File: src/acss_pkg_filter.sv
`timescale 1ns/100ps
`default_nettype none

package acss_pkg;

    // ----------------------------------------------------------------
    // Register map (byte addresses)
    // ----------------------------------------------------------------
    localparam logic [7:0] CTRL_OFS = 8'h00;
    localparam logic [7:0] ASSIGN_OFS = 8'h04;
    localparam logic [7:0] MAXF_OFS = 8'h08;
    localparam logic [7:0] STATUS_OFS = 8'h0c;
    localparam logic [7:0] FREQ_OFS = 8'h10;

    // ----------------------------------------------------------------
    // Control register fields
    // ----------------------------------------------------------------
    localparam int RUN_SRC_LSB = 0;
    localparam int FREQ_SRC_LSB = 4;
    localparam int PAIR_LSB = 8;
    localparam int BIMODE_LSB = 12;
    localparam int FILT_LSB = 16;
    localparam int AT_ASSIGNED_BIT = 24;

    // ----------------------------------------------------------------
    // Status register fields
    // ----------------------------------------------------------------
    localparam int ST_KEYPAD_BIT = 0;
    localparam int ST_AT_BIT = 1;
    localparam int ST_TRIM_BIT = 2;
    localparam int ST_REV_OK_BIT = 3;
    localparam int ST_REV_DIR_BIT = 4;
    localparam int ST_ACTIVE_BIT = 5;
    localparam int ST_REJECT_BIT = 6;

    // ----------------------------------------------------------------
    // Setting codes
    // ----------------------------------------------------------------
    localparam logic [2:0] RUN_SRC_KEYPAD = 3'h2;
    localparam logic [1:0] FREQ_SRC_ANALOG = 2'h1;
    localparam logic [1:0] PAIR_CURRENT = 2'h0;
    localparam logic [1:0] PAIR_BIPOLAR = 2'h1;
    localparam logic [1:0] BIMODE_NONE = 2'h0;
    localparam logic [1:0] BIMODE_TRIM = 2'h1;
    localparam logic [1:0] BIMODE_TRIM_REV = 2'h2;
    localparam logic [5:0] OPT_KEYPAD_MON = 6'h1b;
    localparam int OPT_W = 6;
    localparam int TERM_N = 5;

    // ----------------------------------------------------------------
    // Reset values and filter limits
    // ----------------------------------------------------------------
    localparam logic [2:0] RUN_SRC_RST = 3'h1;
    localparam logic [1:0] FREQ_SRC_RST = 2'h1;
    localparam logic [1:0] PAIR_RST = 2'h0;
    localparam logic [1:0] BIMODE_RST = 2'h0;
    localparam logic [4:0] FILT_RST = 5'h08;
    localparam logic [4:0] FILT_MIN = 5'h01;
    localparam logic [4:0] FILT_MAX = 5'h1e;
    localparam logic [15:0] MAXF_RST = 16'h0fff;
    localparam int FILT_SHIFT = 2;

endpackage : acss_pkg

// One shared low-pass filter: the setting stretches the update period,
// so a larger value gives a longer time constant on every channel alike.
module acss_filter #(
    parameter int CH = 3,
    parameter int W = 13
) (
    // Clock and reset
    input wire logic core_clk,
    input wire logic rst_n,
    // Setting
    input wire logic [4:0] filt_setting,
    // Samples, signed
    input wire logic [CH-1:0][W-1:0] x_in,
    output logic [CH-1:0][W-1:0] y_out
);

    typedef struct packed {
        logic [4:0] cnt;
        logic [CH-1:0][W-1:0] y;
    } acss_filt_s;

    acss_filt_s st_q;
    acss_filt_s st_d;
    logic [4:0] limit;
    logic [CH-1:0][W-1:0] y_next;

    // Out-of-range settings are pulled into the legal span
    assign limit = (filt_setting < acss_pkg::FILT_MIN) ? acss_pkg::FILT_MIN :
                   (filt_setting > acss_pkg::FILT_MAX) ? acss_pkg::FILT_MAX :
                   filt_setting;

    genvar g;
    generate
        for (g = 0; g < CH; g++)
        begin : g_ch
            logic signed [W:0] diff;
            assign diff = $signed({x_in[g][W-1], x_in[g]})
                        - $signed({st_q.y[g][W-1], st_q.y[g]});
            assign y_next[g] = st_q.y[g]
                             + W'(diff >>> acss_pkg::FILT_SHIFT);
        end
    endgenerate

    always_comb
    begin
        st_d = st_q;
        if (st_q.cnt >= limit - 5'h01)
        begin
            st_d.cnt = 5'h00;
            st_d.y = y_next;
        end
        else
        begin
            st_d.cnt = st_q.cnt + 5'h01;
        end
    end

    always_ff @(posedge core_clk)
    begin
        if (!rst_n)
            st_q <= '0;
        else
            st_q <= st_d;
    end

    assign y_out = st_q.y;

endmodule : acss_filter

`default_nettype wire

File: src/acss_top.sv
// Design decisions made here: the register addresses and register access over Wishbone.
`timescale 1ns/100ps
`default_nettype none

// Operation
// - Keypad flag on when run source is 02
// - Keypad flag off for other run sources
// - Network cannot assign or remove keypad monitor
// - Network may still read terminal assignments
// - Select off: primary voltage input commands
// - Select on, pair 00: current input commands
// - One filter setting 1..30 for all inputs
// - Select on, pair 01: bipolar sole, reversible
// - Bipolar trim only modes 01/02, not primary; code 03 also trims here
// - Reverse if mode 02 or bipolar primary
// - Positive bipolar forward, negative reverse
// - Select unassigned: pair setting ignored
// - Unassigned: mode selects bipolar or summation
// - Select input re-evaluated during operation
module acss_top #(
    parameter int ADC_W = 12,
    parameter int FREQ_W = 16
) (
    // Clock and reset
    input wire logic core_clk,
    input wire logic rst_n,
    // Wishbone slave
    input wire logic wb_cyc_i,
    input wire logic wb_stb_i,
    input wire logic wb_we_i,
    input wire logic [7:0] wb_adr_i,
    input wire logic [3:0] wb_sel_i,
    input wire logic [31:0] wb_dat_i,
    output logic [31:0] wb_dat_o,
    output logic wb_ack_o,
    // Marks the current bus access as coming from the network host
    input wire logic net_access,
    // Pins and converted analog samples
    input wire logic analog_type_select,
    input wire logic [ADC_W-1:0] voltage_input,
    input wire logic [ADC_W-1:0] current_loop_input,
    input wire logic signed [ADC_W:0] bipolar_voltage_input,
    // Command and terminal outputs
    output logic [FREQ_W-1:0] freq_cmd,
    output logic dir_reverse,
    output logic cmd_active,
    output logic keypad_source_flag,
    output logic [acss_pkg::TERM_N-1:0] out_terminal
);

    localparam int SW = FREQ_W + 2;
    localparam int AW = acss_pkg::TERM_N * acss_pkg::OPT_W;

    typedef struct packed {
        logic at_meta;
        logic at_sync;
        logic [2:0] run_source_setting;
        logic [1:0] freq_source_setting;
        logic [1:0] select_pair_setting;
        logic [1:0] bipolar_mode_setting;
        logic [4:0] input_filter_setting;
        logic at_assigned;
        logic [AW-1:0] assign_map;
        logic [FREQ_W-1:0] max_freq;
        logic reject_flag;
        logic keypad;
        logic [acss_pkg::TERM_N-1:0] term;
        logic [FREQ_W-1:0] freq;
        logic rev;
        logic rev_ok;
        logic trim_on;
        logic active;
        logic ack;
        logic [31:0] rdata;
    } acss_state_s;

    acss_state_s st_q;
    acss_state_s st_d;

    // ----------------------------------------------------------------
    // Input filter
    // ----------------------------------------------------------------
    logic [2:0][ADC_W:0] filt_in;
    logic [2:0][ADC_W:0] filt_out;

    assign filt_in[0] = {1'b0, voltage_input};
    assign filt_in[1] = {1'b0, current_loop_input};
    assign filt_in[2] = bipolar_voltage_input;

    acss_filter #(
        .CH(3),
        .W(ADC_W + 1)
    ) u_filter (
        .core_clk(core_clk),
        .rst_n(rst_n),
        .filt_setting(st_q.input_filter_setting),
        .x_in(filt_in),
        .y_out(filt_out)
    );

    // ----------------------------------------------------------------
    // Terminal assignment write filter
    // ----------------------------------------------------------------
    logic bus_req;
    logic wr_hit;
    logic [31:0] wmask;
    logic [AW-1:0] assign_wr;
    logic [AW-1:0] assign_new;
    logic [acss_pkg::TERM_N-1:0] blocked;

    assign bus_req = wb_cyc_i && wb_stb_i && !st_q.ack;
    assign wr_hit = bus_req && wb_we_i;
    assign wmask = {{8{wb_sel_i[3]}}, {8{wb_sel_i[2]}},
                    {8{wb_sel_i[1]}}, {8{wb_sel_i[0]}}};
    assign assign_wr = AW'((wb_dat_i & wmask)
                     | ({{(32 - AW){1'b0}}, st_q.assign_map} & ~wmask));

    genvar t;
    generate
        for (t = 0; t < acss_pkg::TERM_N; t++)
        begin : g_term
            logic [acss_pkg::OPT_W-1:0] old_c;
            logic [acss_pkg::OPT_W-1:0] new_c;
            assign old_c = st_q.assign_map[t*acss_pkg::OPT_W +:
                                           acss_pkg::OPT_W];
            assign new_c = assign_wr[t*acss_pkg::OPT_W +: acss_pkg::OPT_W];
            // Network may not move a terminal onto or off the monitor
            assign blocked[t] = net_access && (old_c != new_c)
                && (old_c == acss_pkg::OPT_KEYPAD_MON
                    || new_c == acss_pkg::OPT_KEYPAD_MON);
            assign assign_new[t*acss_pkg::OPT_W +: acss_pkg::OPT_W] =
                blocked[t] ? old_c : new_c;
            assign out_terminal[t] = st_q.term[t];
        end
    endgenerate

    // ----------------------------------------------------------------
    // Frequency command path
    // ----------------------------------------------------------------
    logic signed [SW-1:0] v_s;
    logic signed [SW-1:0] i_s;
    logic signed [SW-1:0] b_s;
    logic signed [SW-1:0] prim;
    logic signed [SW-1:0] trim;
    logic signed [SW-1:0] tot;
    logic signed [SW-1:0] mag;
    logic o2_primary;
    logic trim_on;
    logic rev_ok;
    logic neg;
    logic [FREQ_W-1:0] freq_new;

    assign v_s = $signed({{(SW - ADC_W - 1){1'b0}}, filt_out[0]});
    assign i_s = $signed({{(SW - ADC_W - 1){1'b0}}, filt_out[1]});
    assign b_s = $signed({{(SW - ADC_W - 1){filt_out[2][ADC_W]}},
                          filt_out[2]});

    always_comb
    begin
        o2_primary = 1'b0;
        prim = v_s;
        if (st_q.at_assigned)
        begin
            // Synchronised select state is taken every cycle, two edges behind the pin
            if (st_q.at_sync)
            begin
                if (st_q.select_pair_setting == acss_pkg::PAIR_BIPOLAR)
                begin
                    o2_primary = 1'b1;
                    prim = b_s;
                end
                else
                begin
                    prim = i_s;
                end
            end
        end
        else if (st_q.bipolar_mode_setting == acss_pkg::BIMODE_NONE)
        begin
            o2_primary = 1'b1;
            prim = b_s;
        end
        else
        begin
            prim = v_s + i_s;
        end
    end

    // Codes beyond 02 act as no-reverse trim, the safer reading
    assign trim_on = !o2_primary
        && (st_q.bipolar_mode_setting != acss_pkg::BIMODE_NONE);
    assign rev_ok = o2_primary
        || (st_q.bipolar_mode_setting == acss_pkg::BIMODE_TRIM_REV);
    // Without reverse the bipolar trim is held unipolar
    assign trim = !trim_on ? '0 :
                  (!rev_ok && b_s < 0) ? '0 : b_s;
    assign tot = prim + trim;
    assign neg = rev_ok && (tot < 0);
    assign mag = (tot < 0) ? (rev_ok ? -tot : '0) : tot;
    assign freq_new = (mag > $signed({2'b00, st_q.max_freq})) ?
                      st_q.max_freq : FREQ_W'(mag);

    // ----------------------------------------------------------------
    // State update
    // ----------------------------------------------------------------
    always_comb
    begin
        st_d = st_q;
        st_d.at_meta = analog_type_select;
        st_d.at_sync = st_q.at_meta;
        st_d.keypad = (st_q.run_source_setting
                       == acss_pkg::RUN_SRC_KEYPAD);
        for (int k = 0; k < acss_pkg::TERM_N; k++)
        begin
            st_d.term[k] = st_q.keypad
                && (st_q.assign_map[k*acss_pkg::OPT_W +: acss_pkg::OPT_W]
                    == acss_pkg::OPT_KEYPAD_MON);
        end
        st_d.active = (st_q.freq_source_setting
                       == acss_pkg::FREQ_SRC_ANALOG);
        st_d.freq = st_q.active ? freq_new : '0;
        st_d.rev = st_q.active && neg;
        st_d.rev_ok = rev_ok;
        st_d.trim_on = trim_on;
        st_d.ack = bus_req;
        st_d.rdata = '0;
        if (wr_hit)
        begin
            unique case (wb_adr_i)
                acss_pkg::CTRL_OFS:
                begin
                    if (wb_sel_i[0])
                    begin
                        st_d.run_source_setting =
                            wb_dat_i[acss_pkg::RUN_SRC_LSB +: 3];
                        st_d.freq_source_setting =
                            wb_dat_i[acss_pkg::FREQ_SRC_LSB +: 2];
                    end
                    if (wb_sel_i[1])
                    begin
                        st_d.select_pair_setting =
                            wb_dat_i[acss_pkg::PAIR_LSB +: 2];
                        st_d.bipolar_mode_setting =
                            wb_dat_i[acss_pkg::BIMODE_LSB +: 2];
                    end
                    if (wb_sel_i[2])
                        st_d.input_filter_setting =
                            wb_dat_i[acss_pkg::FILT_LSB +: 5];
                    if (wb_sel_i[3])
                        st_d.at_assigned =
                            wb_dat_i[acss_pkg::AT_ASSIGNED_BIT];
                end
                acss_pkg::ASSIGN_OFS:
                    st_d.assign_map = assign_new;
                acss_pkg::MAXF_OFS:
                    st_d.max_freq = FREQ_W'((wb_dat_i & wmask)
                        | ({{(32 - FREQ_W){1'b0}}, st_q.max_freq}
                           & ~wmask));
                acss_pkg::STATUS_OFS:
                    if (wb_sel_i[0] && wb_dat_i[acss_pkg::ST_REJECT_BIT])
                        st_d.reject_flag = 1'b0;
                default:
                    st_d.rdata = '0;
            endcase
        end
        // A fresh refusal wins over a clear in the same cycle
        if (wr_hit && wb_adr_i == acss_pkg::ASSIGN_OFS && |blocked)
            st_d.reject_flag = 1'b1;
        if (bus_req && !wb_we_i)
        begin
            unique case (wb_adr_i)
                acss_pkg::CTRL_OFS:
                begin
                    st_d.rdata[acss_pkg::RUN_SRC_LSB +: 3] =
                        st_q.run_source_setting;
                    st_d.rdata[acss_pkg::FREQ_SRC_LSB +: 2] =
                        st_q.freq_source_setting;
                    st_d.rdata[acss_pkg::PAIR_LSB +: 2] =
                        st_q.select_pair_setting;
                    st_d.rdata[acss_pkg::BIMODE_LSB +: 2] =
                        st_q.bipolar_mode_setting;
                    st_d.rdata[acss_pkg::FILT_LSB +: 5] =
                        st_q.input_filter_setting;
                    st_d.rdata[acss_pkg::AT_ASSIGNED_BIT] = st_q.at_assigned;
                end
                acss_pkg::ASSIGN_OFS:
                    st_d.rdata[AW-1:0] = st_q.assign_map;
                acss_pkg::MAXF_OFS:
                    st_d.rdata[FREQ_W-1:0] = st_q.max_freq;
                acss_pkg::STATUS_OFS:
                begin
                    st_d.rdata[acss_pkg::ST_KEYPAD_BIT] = st_q.keypad;
                    st_d.rdata[acss_pkg::ST_AT_BIT] = st_q.at_sync;
                    st_d.rdata[acss_pkg::ST_TRIM_BIT] = st_q.trim_on;
                    st_d.rdata[acss_pkg::ST_REV_OK_BIT] = st_q.rev_ok;
                    st_d.rdata[acss_pkg::ST_REV_DIR_BIT] = st_q.rev;
                    st_d.rdata[acss_pkg::ST_ACTIVE_BIT] = st_q.active;
                    st_d.rdata[acss_pkg::ST_REJECT_BIT] = st_q.reject_flag;
                end
                acss_pkg::FREQ_OFS:
                    st_d.rdata[FREQ_W-1:0] = st_q.freq;
                default:
                    st_d.rdata = '0;
            endcase
        end
    end

    always_ff @(posedge core_clk)
    begin
        if (!rst_n)
        begin
            st_q <= '0;
            st_q.run_source_setting <= acss_pkg::RUN_SRC_RST;
            st_q.freq_source_setting <= acss_pkg::FREQ_SRC_RST;
            st_q.select_pair_setting <= acss_pkg::PAIR_RST;
            st_q.bipolar_mode_setting <= acss_pkg::BIMODE_RST;
            st_q.input_filter_setting <= acss_pkg::FILT_RST;
            st_q.at_assigned <= 1'b1;
            st_q.max_freq <= FREQ_W'(acss_pkg::MAXF_RST);
        end
        else
        begin
            st_q <= st_d;
        end
    end

    // ----------------------------------------------------------------
    // Outputs
    // ----------------------------------------------------------------
    assign wb_ack_o = st_q.ack;
    assign wb_dat_o = st_q.rdata;
    assign freq_cmd = st_q.freq;
    assign dir_reverse = st_q.rev;
    assign cmd_active = st_q.active;
    assign keypad_source_flag = st_q.keypad;

endmodule : acss_top

`default_nettype wire

File: config.mk
export PLATFORM = sky130hd
export DESIGN_NAME = acss_top
export DESIGN_NICKNAME = d
export VERILOG_FILES = /design/src/acss_pkg_filter.sv /design/src/acss_top.sv
export SDC_FILE = /design/constraint.sdc
export NUM_CORES = 1
export LEC_CHECK = 0
export ABC_AREA = 1
export BUFFER_PORTS_ARGS = -buffer_cell sky130_fd_sc_hd__buf_2
export CORE_UTILIZATION = 61
export DETAILED_ROUTE_END_ITERATION = 16
export PLACE_DENSITY = 0.87
export SLEW_MARGIN = 15
export SYNTH_ARGS = -nofsm -noshare
export SYNTH_HDL_FRONTEND = slang
export SYNTH_SLANG_ARGS = --single-unit
File: constraint.sdc
create_clock -name core_clk -period 6.4 [get_ports core_clk]
set_input_delay 0.96 -clock core_clk [delete_from_list [all_inputs] [get_ports core_clk]]
set_output_delay 0.96 -clock core_clk [all_outputs]
set_load 0.02 [all_outputs]
# Word-level counts from Yosys, hierarchy flattened
# Index checks and enable logic that the tools add are counted.
# op_classes
n_mux	30
n_eq_ne	23
addsub	11
reduce_logical	58
bitwise	12
magnitude_cmp	6
# ops
op	n
2-to-1 mux 18 bit	8
bitwise AND 30 bit	2
== test 6 x 5 -> 1 bit, second input constant	10
subtractor 13 x 13 -> 14 bit	3
adder 13 bit	3
AND reduction 3 bit	11
inequality test 6 bit	5
inverter 30 bit	1
OR 30 bit	1
logical AND 1 bit	26
adder 18 bit	1
> comparator 18 x 17 -> 1 bit	1
< comparator 18 x 1 -> 1 bit, second input constant	1
negation 18 bit	1
bitwise AND 16 bit	1
== test 8 x 4 -> 1 bit, second input constant	2
2-to-1 mux 16 bit	1
OR 16 bit	1
one-hot mux 2 bit (4 select lines)	2
one-hot mux 3 bit (5 select lines)	1
adder 13 x 13 -> 14 bit	1
< comparator 13 x 1 -> 1 bit, second input constant	1
one-hot mux 2 bit (3 select lines)	2
2-to-1 mux 5 bit	2
25 further kinds	52
# word_totals
regBits	167
input_bits	88
wordCells	170

# Longest topological paths before layout
# Gate-level depths: netlist of the first run.
# logic_depth
depth_word	15
ltp_mapped	40
mapped_depth_nobuf	40

# Modules after synthesis
# A second synthesis of the first run with hierarchy kept.
# unflattened
cells_unflattened	2180
hier_area_um2	14302.5
# modules_own_cells
mod	seq_area_each_um2	instances	area_each_um2	cells_each
acss_top	2422.3	1	8873.5	1392
acss_filter	880.8	1	5429.0	788

# Least setup slack after synthesis of the first run
# OpenSTA, ideal clock, no wires.
# synth_path
kind	reg-to-reg
from	reg u_filter.st_q, in the netlist u_filter.y_out[0]
to	reg st_q, in the netlist freq_cmd[2]
stages_incl_launch_ff	37
setup_time_ps	116
arrival_time_ps	4596
period_less_slack_ps	4712
t_required_ps	6284
slack_ps	1688
path_cell_list	dfxtp_1 > ha_1 > fa_1 > nand3_1 > nand3_1 > nand2_1 > o211ai_1 > nand3_1 > nand2_1 > a21oi_1 > xor2_1 > nand2_1 > nand2_1 > o21ai_0 > ha_1 > nand2_1 > inv_1 > nand2_1 > nand2_1 > a21oi_1 > nand2_2 > a21boi_2 > buf_4 > buf_6 > nand3_1 > nand3_1 > inv_1 > ha_1 > a21oi_1 > o21ai_0 > a221oi_1 > nand2_1 > nand2_1 > nand2_4 > buf_6 > o21ai_0 > nor2_1
# synth_via
elab_chain_len	9
# synth_rtl
item	line	rtl
from (decl)	acss_pkg_filter.sv:86	acss_filt_s st_q;
from (signal assigned)	acss_pkg_filter.sv:127	st_q <= st_d;
adder 13 x 13 -> 14 bit	acss_top.sv:185	prim = v_s + i_s;
2-to-1 mux 18 bit	acss_top.sv:178	else if (st_q.bipolar_mode_setting == acss_pkg::BIMODE_NONE)
2-to-1 mux 18 bit *	acss_top.sv:162	if (st_q.at_assigned)
adder 18 bit *	acss_top.sv:197	assign tot = prim + trim;
negation 18 bit	acss_top.sv:199	assign mag = (tot < 0) ? (rev_ok ? -tot : '0) : tot;
2-to-1 mux 18 bit	acss_top.sv:199	
2-to-1 mux 18 bit *	acss_top.sv:199	
> comparator 18 x 17 -> 1 bit	acss_top.sv:200	assign freq_new = (mag > $signed({2'b00, st_q.max_freq})) ?
2-to-1 mux 16 bit *	acss_top.sv:200	
to (signal assigned)	acss_top.sv:323	st_q <= st_d;
to (decl)	acss_top.sv:77	acss_state_s st_q;
# Mark *: on every way between the ends. The rest lies on a longest branch, timed or not.
# A chain may end at the register's enable or synchronous reset.

# Worst setup path after layout of the first run
# layout_path
from	reg st_q[113] (netlist bit)
to	reg st_q, in the netlist freq_cmd[5]
# layout_via
elab_chain_len	14
# layout_rtl
item	line	rtl
zero test 2 bit	acss_top.sv:178	
2-to-1 mux 1 bit	acss_top.sv:178	
2-to-1 mux 1 bit	acss_top.sv:162	
logical OR 1 bit	acss_top.sv:193	|| (st_q.bipolar_mode_setting == acss_pkg::BIMODE_TRIM_REV);
zero test 1 bit	acss_top.sv:196	(!rev_ok && b_s < 0) ? '0 : b_s;
logical AND 1 bit	acss_top.sv:196	
2-to-1 mux 18 bit	acss_top.sv:196	
2-to-1 mux 18 bit	acss_top.sv:195	assign trim = !trim_on ? '0 :
adder 18 bit	acss_top.sv:197	
negation 18 bit	acss_top.sv:199	
2-to-1 mux 18 bit	acss_top.sv:199	
2-to-1 mux 18 bit *	acss_top.sv:199	
> comparator 18 x 17 -> 1 bit	acss_top.sv:200	
2-to-1 mux 16 bit *	acss_top.sv:200	
# Marked as above.

==> summary.md, run 1 <==
| Metric | Value |
|---|---|
| Critical Path Most Common Cell | `nand2_1` |
| Clk root buf | `clkbuf_16` |
| Post-synth top cells | `380 x nand2_1, 310 x inv_1, 184 x a21oi_1` |
| DR WL met2 | `17100 um` |
| Post-route DRC | `0` |
| CTS buffer count | `17` |
| Core area | `21400 um2` |
| MaxCap Viol Count | `0` |
| Horizontal die dimension | `151 um` |
| Critical path buffers and inverters | `7` |
| Setup Skew | `0.0167 ns` |
| Non-filler cells, final | `2389` |
| Post-cts gate resize count | `0` |
| Die Area | `22700 um2` |
| Final Cycle Share | `89.2%` |
| Reg clk slew, reported paths | `0.07 ns` |
| Register area share after synthesis | `24.6%` |
| Final WS setup | `0.691 ns` |
| Slowest stage delay, CP | `0.51 ns` |
| Largest delay share family, worst path | `simple AND/OR/NAND/NOR gates` |
| Wl on met1 | `15300 um` |
| Setup TNS | `0 ns` |
| Initial DRC Count | `1024` |
| Buffers on Ports | `140` |
| Critical path class | `reg2reg` |
| Drt pass-1 iters | `8` |
| Vias post-DR | `13700` |
| Worst Path Arrival | `6.06 ns` |
| Setup violators final | `0` |
| Worst-margin pin slew | `1.19 ns` |
| Pleak | `7.24 nW` |
| Layout area overhead | `8.30%` |
| Starting Density | `63.0%` |
| I/O pins | `145` |
| Ys Warns | `0` |
| Synth Area in Compound Gates | `20.8%` |
| Fraction of layout instances using a drive strength above 1 | `11.3%` |
| Layout Nets | `2315` |
| Post-synth EDFFs | `0` |
| Uppermost layer routed | `met4` |
| Status | `completed` |
| Adder-Cell Fraction of Synth Area | `12.1%` |
| Post-synthesis mux area share | `0%` |
| FF+latch count, synth | `165` |
| DIE HEIGHT | `151 um` |
| Dominant combinational cell family by area after synthesis | `simple AND/OR/NAND/NOR gates` |
| Rel. slew slack | `20.1%` |
| Fmax | `175 MHz` |
| Initial antenna violation count | `0` |
| Cells after DPL | `2356` |
| Hold slack | `0.426 ns` |
| Top cell type's share of synthesized area | `24.6%` |
| Post-synth top area cell | `dfxtp_1` |
| Synth Cell Area | `13500 um2` |
| CTS Sinks | `165` |
| CTS Hold Bufs | `0` |
| VDD IR max | `0.181 mV` |
| Total GRT Usage | `32.9%` |
| Maximum buffer depth of the clock tree | `2` |
| Later-pin clock latency in the skew report | `0.44 ns` |
| Routed wire per std cell | `15.4 um` |
| Minimum clock period | `5.71 ns` |
| Post-synth ARST share | `0%` |
| Worst setup EP type | `flop` |
| Largest net degree at the start of global routing | `67` |
| Pre-CTS WS | `0.703 ns` |
| Worst path slowest cell | `nor2_2` |
| Vias in the first global route | `12700` |
| Pins over their slew limit | `0` |
| CTS tree | `done` |
| Distinct cells, synth | `58` |
| Kind of path behind the tightest hold check | `reg2reg` |
| Postcts setup bufs | `0` |
| First-pass GRT wire length | `59400 um` |
| Startpoint types | `flop` |
| WL final | `36700 um` |
| P per Cell Area | `171 nW/um2` |
| Top-count cell post-synth | `nand2_1` |
| Rows | `53` |
| H-tree depth | `4` |
| Routed wl met3 | `2850 um` |
| Post-synthesis area per instance | `6.64 um2` |
| ANT nets after route | `0` |
| Final Hold Viols | `0` |
| Top cells by area, synth | `dfxtp_1 25%, ha_1 11%, nand2_1 11%, inv_1 8.6%, a21oi_1 6.8%` |
| Post-synthesis simple-gate area fraction | `24.7%` |
| Ys flop type | `dfxtp_1` |
| Dpl hpwl | `28800 um` |
| Xor/xnor cell area share of the yosys netlist | `4.36%` |
| RSZ-0062 raised after global routing | `false` |
| DR vias/cell | `5.75` |
| Final Wtd Congestion | `0.970` |
| Largest fanout on the critical path | `17` |
| GR Overflow Total | `0` |
| Gate Count Post-Synth | `2026` |
| Worst path required time | `6.75 ns` |
worst paths after layout:
check,from,to,slack (ns),cells past startpoint
worst max-delay path,st_q[113],freq_cmd[5],0.69,35
worst min-delay path,st_q[118],keypad_source_flag,0.43,1
worst max register to register,st_q[113],freq_cmd[5],0.69,35
worst min register to register,st_q[118],keypad_source_flag,0.43,1
layout make-up:
| cell class | instances | area, um2 |
|---|---|---|
| clock inverter | 15 | 183 |
| inverter | 321 | 1210 |
| tap | 275 | 344 |
| timing repair buffer | 146 | 746 |
| antenna | 1 | 2.50 |
| multi-input combinational | 1449 | 8350 |
| sequential | 165 | 3300 |
| clock buffer | 17 | 425 |
| fill | 1837 | 6780 |
cells in the final DEF (no fill, tap or decap), types with 4 or more instances in the layout:
cell         n
o21bai_1    11
fa_1         5
a21boi_0     4
nor4_1      10
clkbuf_16   17
o21ai_1      9
o31ai_1      7
o211ai_1    17
a21oi_1    184
ha_1       122
a21oi_2      8
nand4_1     24
nand3_1    129
inv_6        4
inv_2        8
xor2_1      46
a211oi_1     9
o21ai_0    150
inv_8        5
nor3_1      16
nor2_2      12
o22ai_1     37
nand2_2      9
buf_4        6
nor2_1     158
or2_2        8
a31oi_1     10
dfxtp_1    165
nand2_1    380
a221oi_1    11
o221ai_1     5
buf_2      140
inv_1      310
xnor2_1     21
a21o_1       5
power by group:
| group | total (mW) | internal, mW | switching [mW] |
|---|---|---|---|
| registers | 1.04 | 1.03 | 0.0106 |
| logic | 0.382 | 0.143 | 0.239 |
| clock network | 1.07 | 0.563 | 0.502 |
metrics by stage:
step	cell area, um2	utilization (%)	total power, mW
2_1_floorplan	13500	-	1.35
3_3_place_gp	14000	65.3	1.43
3_5_place_dp	14000	65.3	1.44
4_1_cts	14600	68.2	2.49
5_1_grt	14600	68.2	2.60
6_report	14600	68.2	2.49
worst register-to-register path, delay by kind of cell, from the launching register on:
kind	cells	cell delay, ns
simple gates	20	2.85
fa+ha+maj	3	0.89
buf+inv	7	0.82
compound gates	5	0.72
flops	1	0.37
state kept, by name, summed over array words and instances, names as in the netlist, 5 cells and up, named ones only:
register	cells
freq_cmd	16
g_term.old_c	30
st_q	19
u_filter.st_q	5
wb_dat_o	30
out_terminal	5
u_filter.y_out	39
cell families after synthesis:
| kind of cell | Yosys count |
|---|---|
| AO/OA/AOI/OAI | 486 |
| XOR/XNOR | 67 |
| adder cells (fa/ha/maj) | 127 |
| buffers and inverters | 413 |
| flip-flops | 165 |
| other | 1 |
| AND/OR/NAND/NOR | 767 |
per-layer routing:
metal / track usage (%) / up-vias
met3: 4.97 / 112
met5: 0 / -
met1: 40.0 / 6169
met2: 56.6 / 599
met4: 15.5 / 0
li1: - / 6858
Note: power is estimated with default switching activity, not from simulation.
==> run 2: changes to the inputs <==
- PLACE_DENSITY: 0.87 -> 0.83
==> summary.md, run 2 (synthesis gave the netlist of run 1 again) <==
| Metric | Value |
|---|---|
| Postcts setup bufs | `0 (unchanged)` |
| Max reg flops | `39 (unchanged)` |
| Worst-margin pin slew | `1.27 ns (was 1.19 ns)` |
| WL final | `36900 um (was 36700 um)` |
| CTS Hold Bufs | `0 (unchanged)` |
| H-tree depth | `4 (unchanged)` |
| R2r startpoint | `st_q[106] (was st_q[113])` |
| Fmax | `170 MHz (was 175 MHz)` |
| Worst path slowest cell | `dfxtp_1 (was nor2_2)` |
| Die Area | `22700 um2 (unchanged)` |
| R2R Path End | `freq_cmd[7] (was freq_cmd[5])` |
| Reg clk slew, reported paths | `0.07 ns (about the same)` |
| Reg2Reg Depth | `30 (was 35)` |
| Worst path required time | `6.76 ns (was 6.75 ns)` |
| First-pass GRT wire length | `59900 um (was 59400 um)` |
| Setup TNS | `0 ns (unchanged)` |
| Commonest non-fill, non-tap cells in the layout | `380 x nand2_1, 310 x inv_1, 184 x a21oi_1 (unchanged)` |
| Worst setup EP type | `flop (unchanged)` |
| Final Cycle Share | `92.0% (was 89.2%)` |
| Layout area overhead | `7.96% (was 8.30%)` |
| Buffers on Ports | `140 (unchanged)` |
| Hold Path Origin | `st_q[117] (was st_q[118])` |
| Commonest non-fill, non-tap cell in the layout | `nand2_1 (unchanged)` |
| Layout Nets | `2314 (was 2315)` |
| CTS tree | `done (unchanged)` |
| Largest fanout on the critical path | `17 (unchanged)` |
| Post-route DRC | `0 (unchanged)` |
| Largest net degree at the start of global routing | `67 (unchanged)` |
| Minimum clock period | `5.89 ns (was 5.71 ns)` |
| CTS Sinks | `165 (unchanged)` |
| Horizontal die dimension | `151 um (unchanged)` |
| Initial antenna violation count | `0 (unchanged)` |
| Fraction of layout instances using a drive strength above 1 | `11.2% (was 11.3%)` |
| Core Util, Final | `68.0% (was 68.2%)` |
| Later-pin clock latency in the skew report | `0.44 ns (about the same)` |
| ANT nets after route | `0 (unchanged)` |
| WHS Endpoint | `cmd_active (was keypad_source_flag)` |
| Initial DRC Count | `1009 (was 1024)` |
| Fillers | `1911 (was 1837)` |
| CTS buffer count | `17 (unchanged)` |
| Setup Skew | `0.0138 ns (was 0.0167 ns)` |
| Clk root buf | `clkbuf_16 (unchanged)` |
| Rel. slew slack | `14.6% (was 20.1%)` |
| Total GRT Usage | `33.0% (was 32.9%)` |
| Final Wtd Congestion | `0.953 (was 0.970)` |
| Post-cts gate resize count | `0 (unchanged)` |
| Setup violators final | `0 (unchanged)` |
| P per Cell Area | `169 nW/um2 (was 171 nW/um2)` |
| Placed inst area | `13900 um2 (was 14000 um2)` |
| VDD IR max | `0.192 mV (was 0.181 mV)` |
| Dpl hpwl | `29100 um (was 28800 um)` |
| Status | `completed (unchanged)` |
| Final Hold Viols | `0 (unchanged)` |
| Pins over their slew limit | `0 (unchanged)` |
| Ant. Diodes | `0 (was 1)` |
| Worst Hold Depth | `1 (unchanged)` |
| Finished Cell Area | `14500 um2 (was 14600 um2)` |
| DIE HEIGHT | `151 um (unchanged)` |
| Core area | `21400 um2 (unchanged)` |
| Vias in the first global route | `12500 (was 12700)` |
| RSZ-0062 raised after global routing | `false (unchanged)` |
| Critical path class | `reg2reg (unchanged)` |
| Power Total | `2.45 mW (was 2.49 mW)` |
| Routed wire per std cell | `15.4 um (about the same)` |
| Maximum buffer depth of the clock tree | `2 (unchanged)` |
| Worst Path Arrival | `6.26 ns (was 6.06 ns)` |
| Starting Density | `63.0% (unchanged)` |
| Pleak | `7.22 nW (was 7.24 nW)` |
| Slowest stage delay, CP | `0.70 ns (was 0.51 ns)` |
| Startpoint types | `flop (unchanged)` |
| Kind of path behind the tightest hold check | `reg2reg (unchanged)` |
| Vias post-DR | `13600 (was 13700)` |
| Drt pass-1 iters | `8 (unchanged)` |
| I/O pins | `145 (unchanged)` |
| MaxCap Viol Count | `0 (unchanged)` |
| Critical Path Most Common Cell | `nand2_1 (unchanged)` |
| DR vias/cell | `5.70 (was 5.75)` |
| R2r setup slk | `0.51 ns (was 0.69 ns)` |
| GR Overflow Total | `0 (unchanged)` |
| Rows | `53 (unchanged)` |
==> run 2: power by group <==
group / switching (mW) / total, mW / internal (mW)
Combinational: 0.240 / 0.383 / 0.143
Sequential: 0.0101 / 1.04 / 1.03
Clock: 0.501 / 1.02 / 0.520
==> run 2: through the flow <==
stage / worst slack (ns) / instances / hold slack [ns]
detailed placement: 0.686 / 2355 / 0.401
global placement: 0.745 / 2355 / 0.394
floorplan: 1.69 / 2027 / 0.390
finish: 0.509 / 2387 / 0.421
CTS: 0.612 / 2387 / 0.411
global route: 0.0282 / 2387 / 0.418
==> run 2: layer usage <==
layer  up-vias  GRT usage [%]  wire length, um
met5         -              0                0
li1       6856              -                -
met3        83           3.48             2490
met1      6122           40.9            15700
met4         0           13.5             1180
met2       556           57.9            17500
==> run 2: critical path, delay by kind of cell (launching register included) <==
family / cells / cell delay, ns
AO/OA/AOI/OAI: 4 / 0.98
XOR/XNOR: 1 / 0.13
adder cells (fa/ha/maj): 2 / 0.65
buffers and inverters: 5 / 0.72
flip-flops: 1 / 0.70
AND/OR/NAND/NOR: 18 / 2.61
==> run 2: worst max-delay path by stage <==
stage / from / to / slack, ns / depth (start not counted)
finish: st_q[106] / freq_cmd[7] / 0.51 / 30
detailed placement: u_filter.y_out[0] / freq_cmd[12] / 0.69 / 36
CTS: u_filter.y_out[0] / freq_cmd[7] / 0.61 / 35
global route: st_q[106] / freq_cmd[7] / 0.03 / 28
floorplan: u_filter.y_out[0] / freq_cmd[2] / 1.69 / 36
global placement: u_filter.y_out[0] / freq_cmd[12] / 0.75 / 36
==> run 2: cell type report <==
cell class,instances,area (um2),area share (%)
Tap cell,275,344,2.37
Inverter,321,1210,8.36
Clock inverter,15,155,1.07
Sequential cell,165,3300,22.7
Multi-Input combinational cell,1449,8340,57.4
Clock buffer,17,425,2.93
Timing Repair Buffer,145,738,5.08
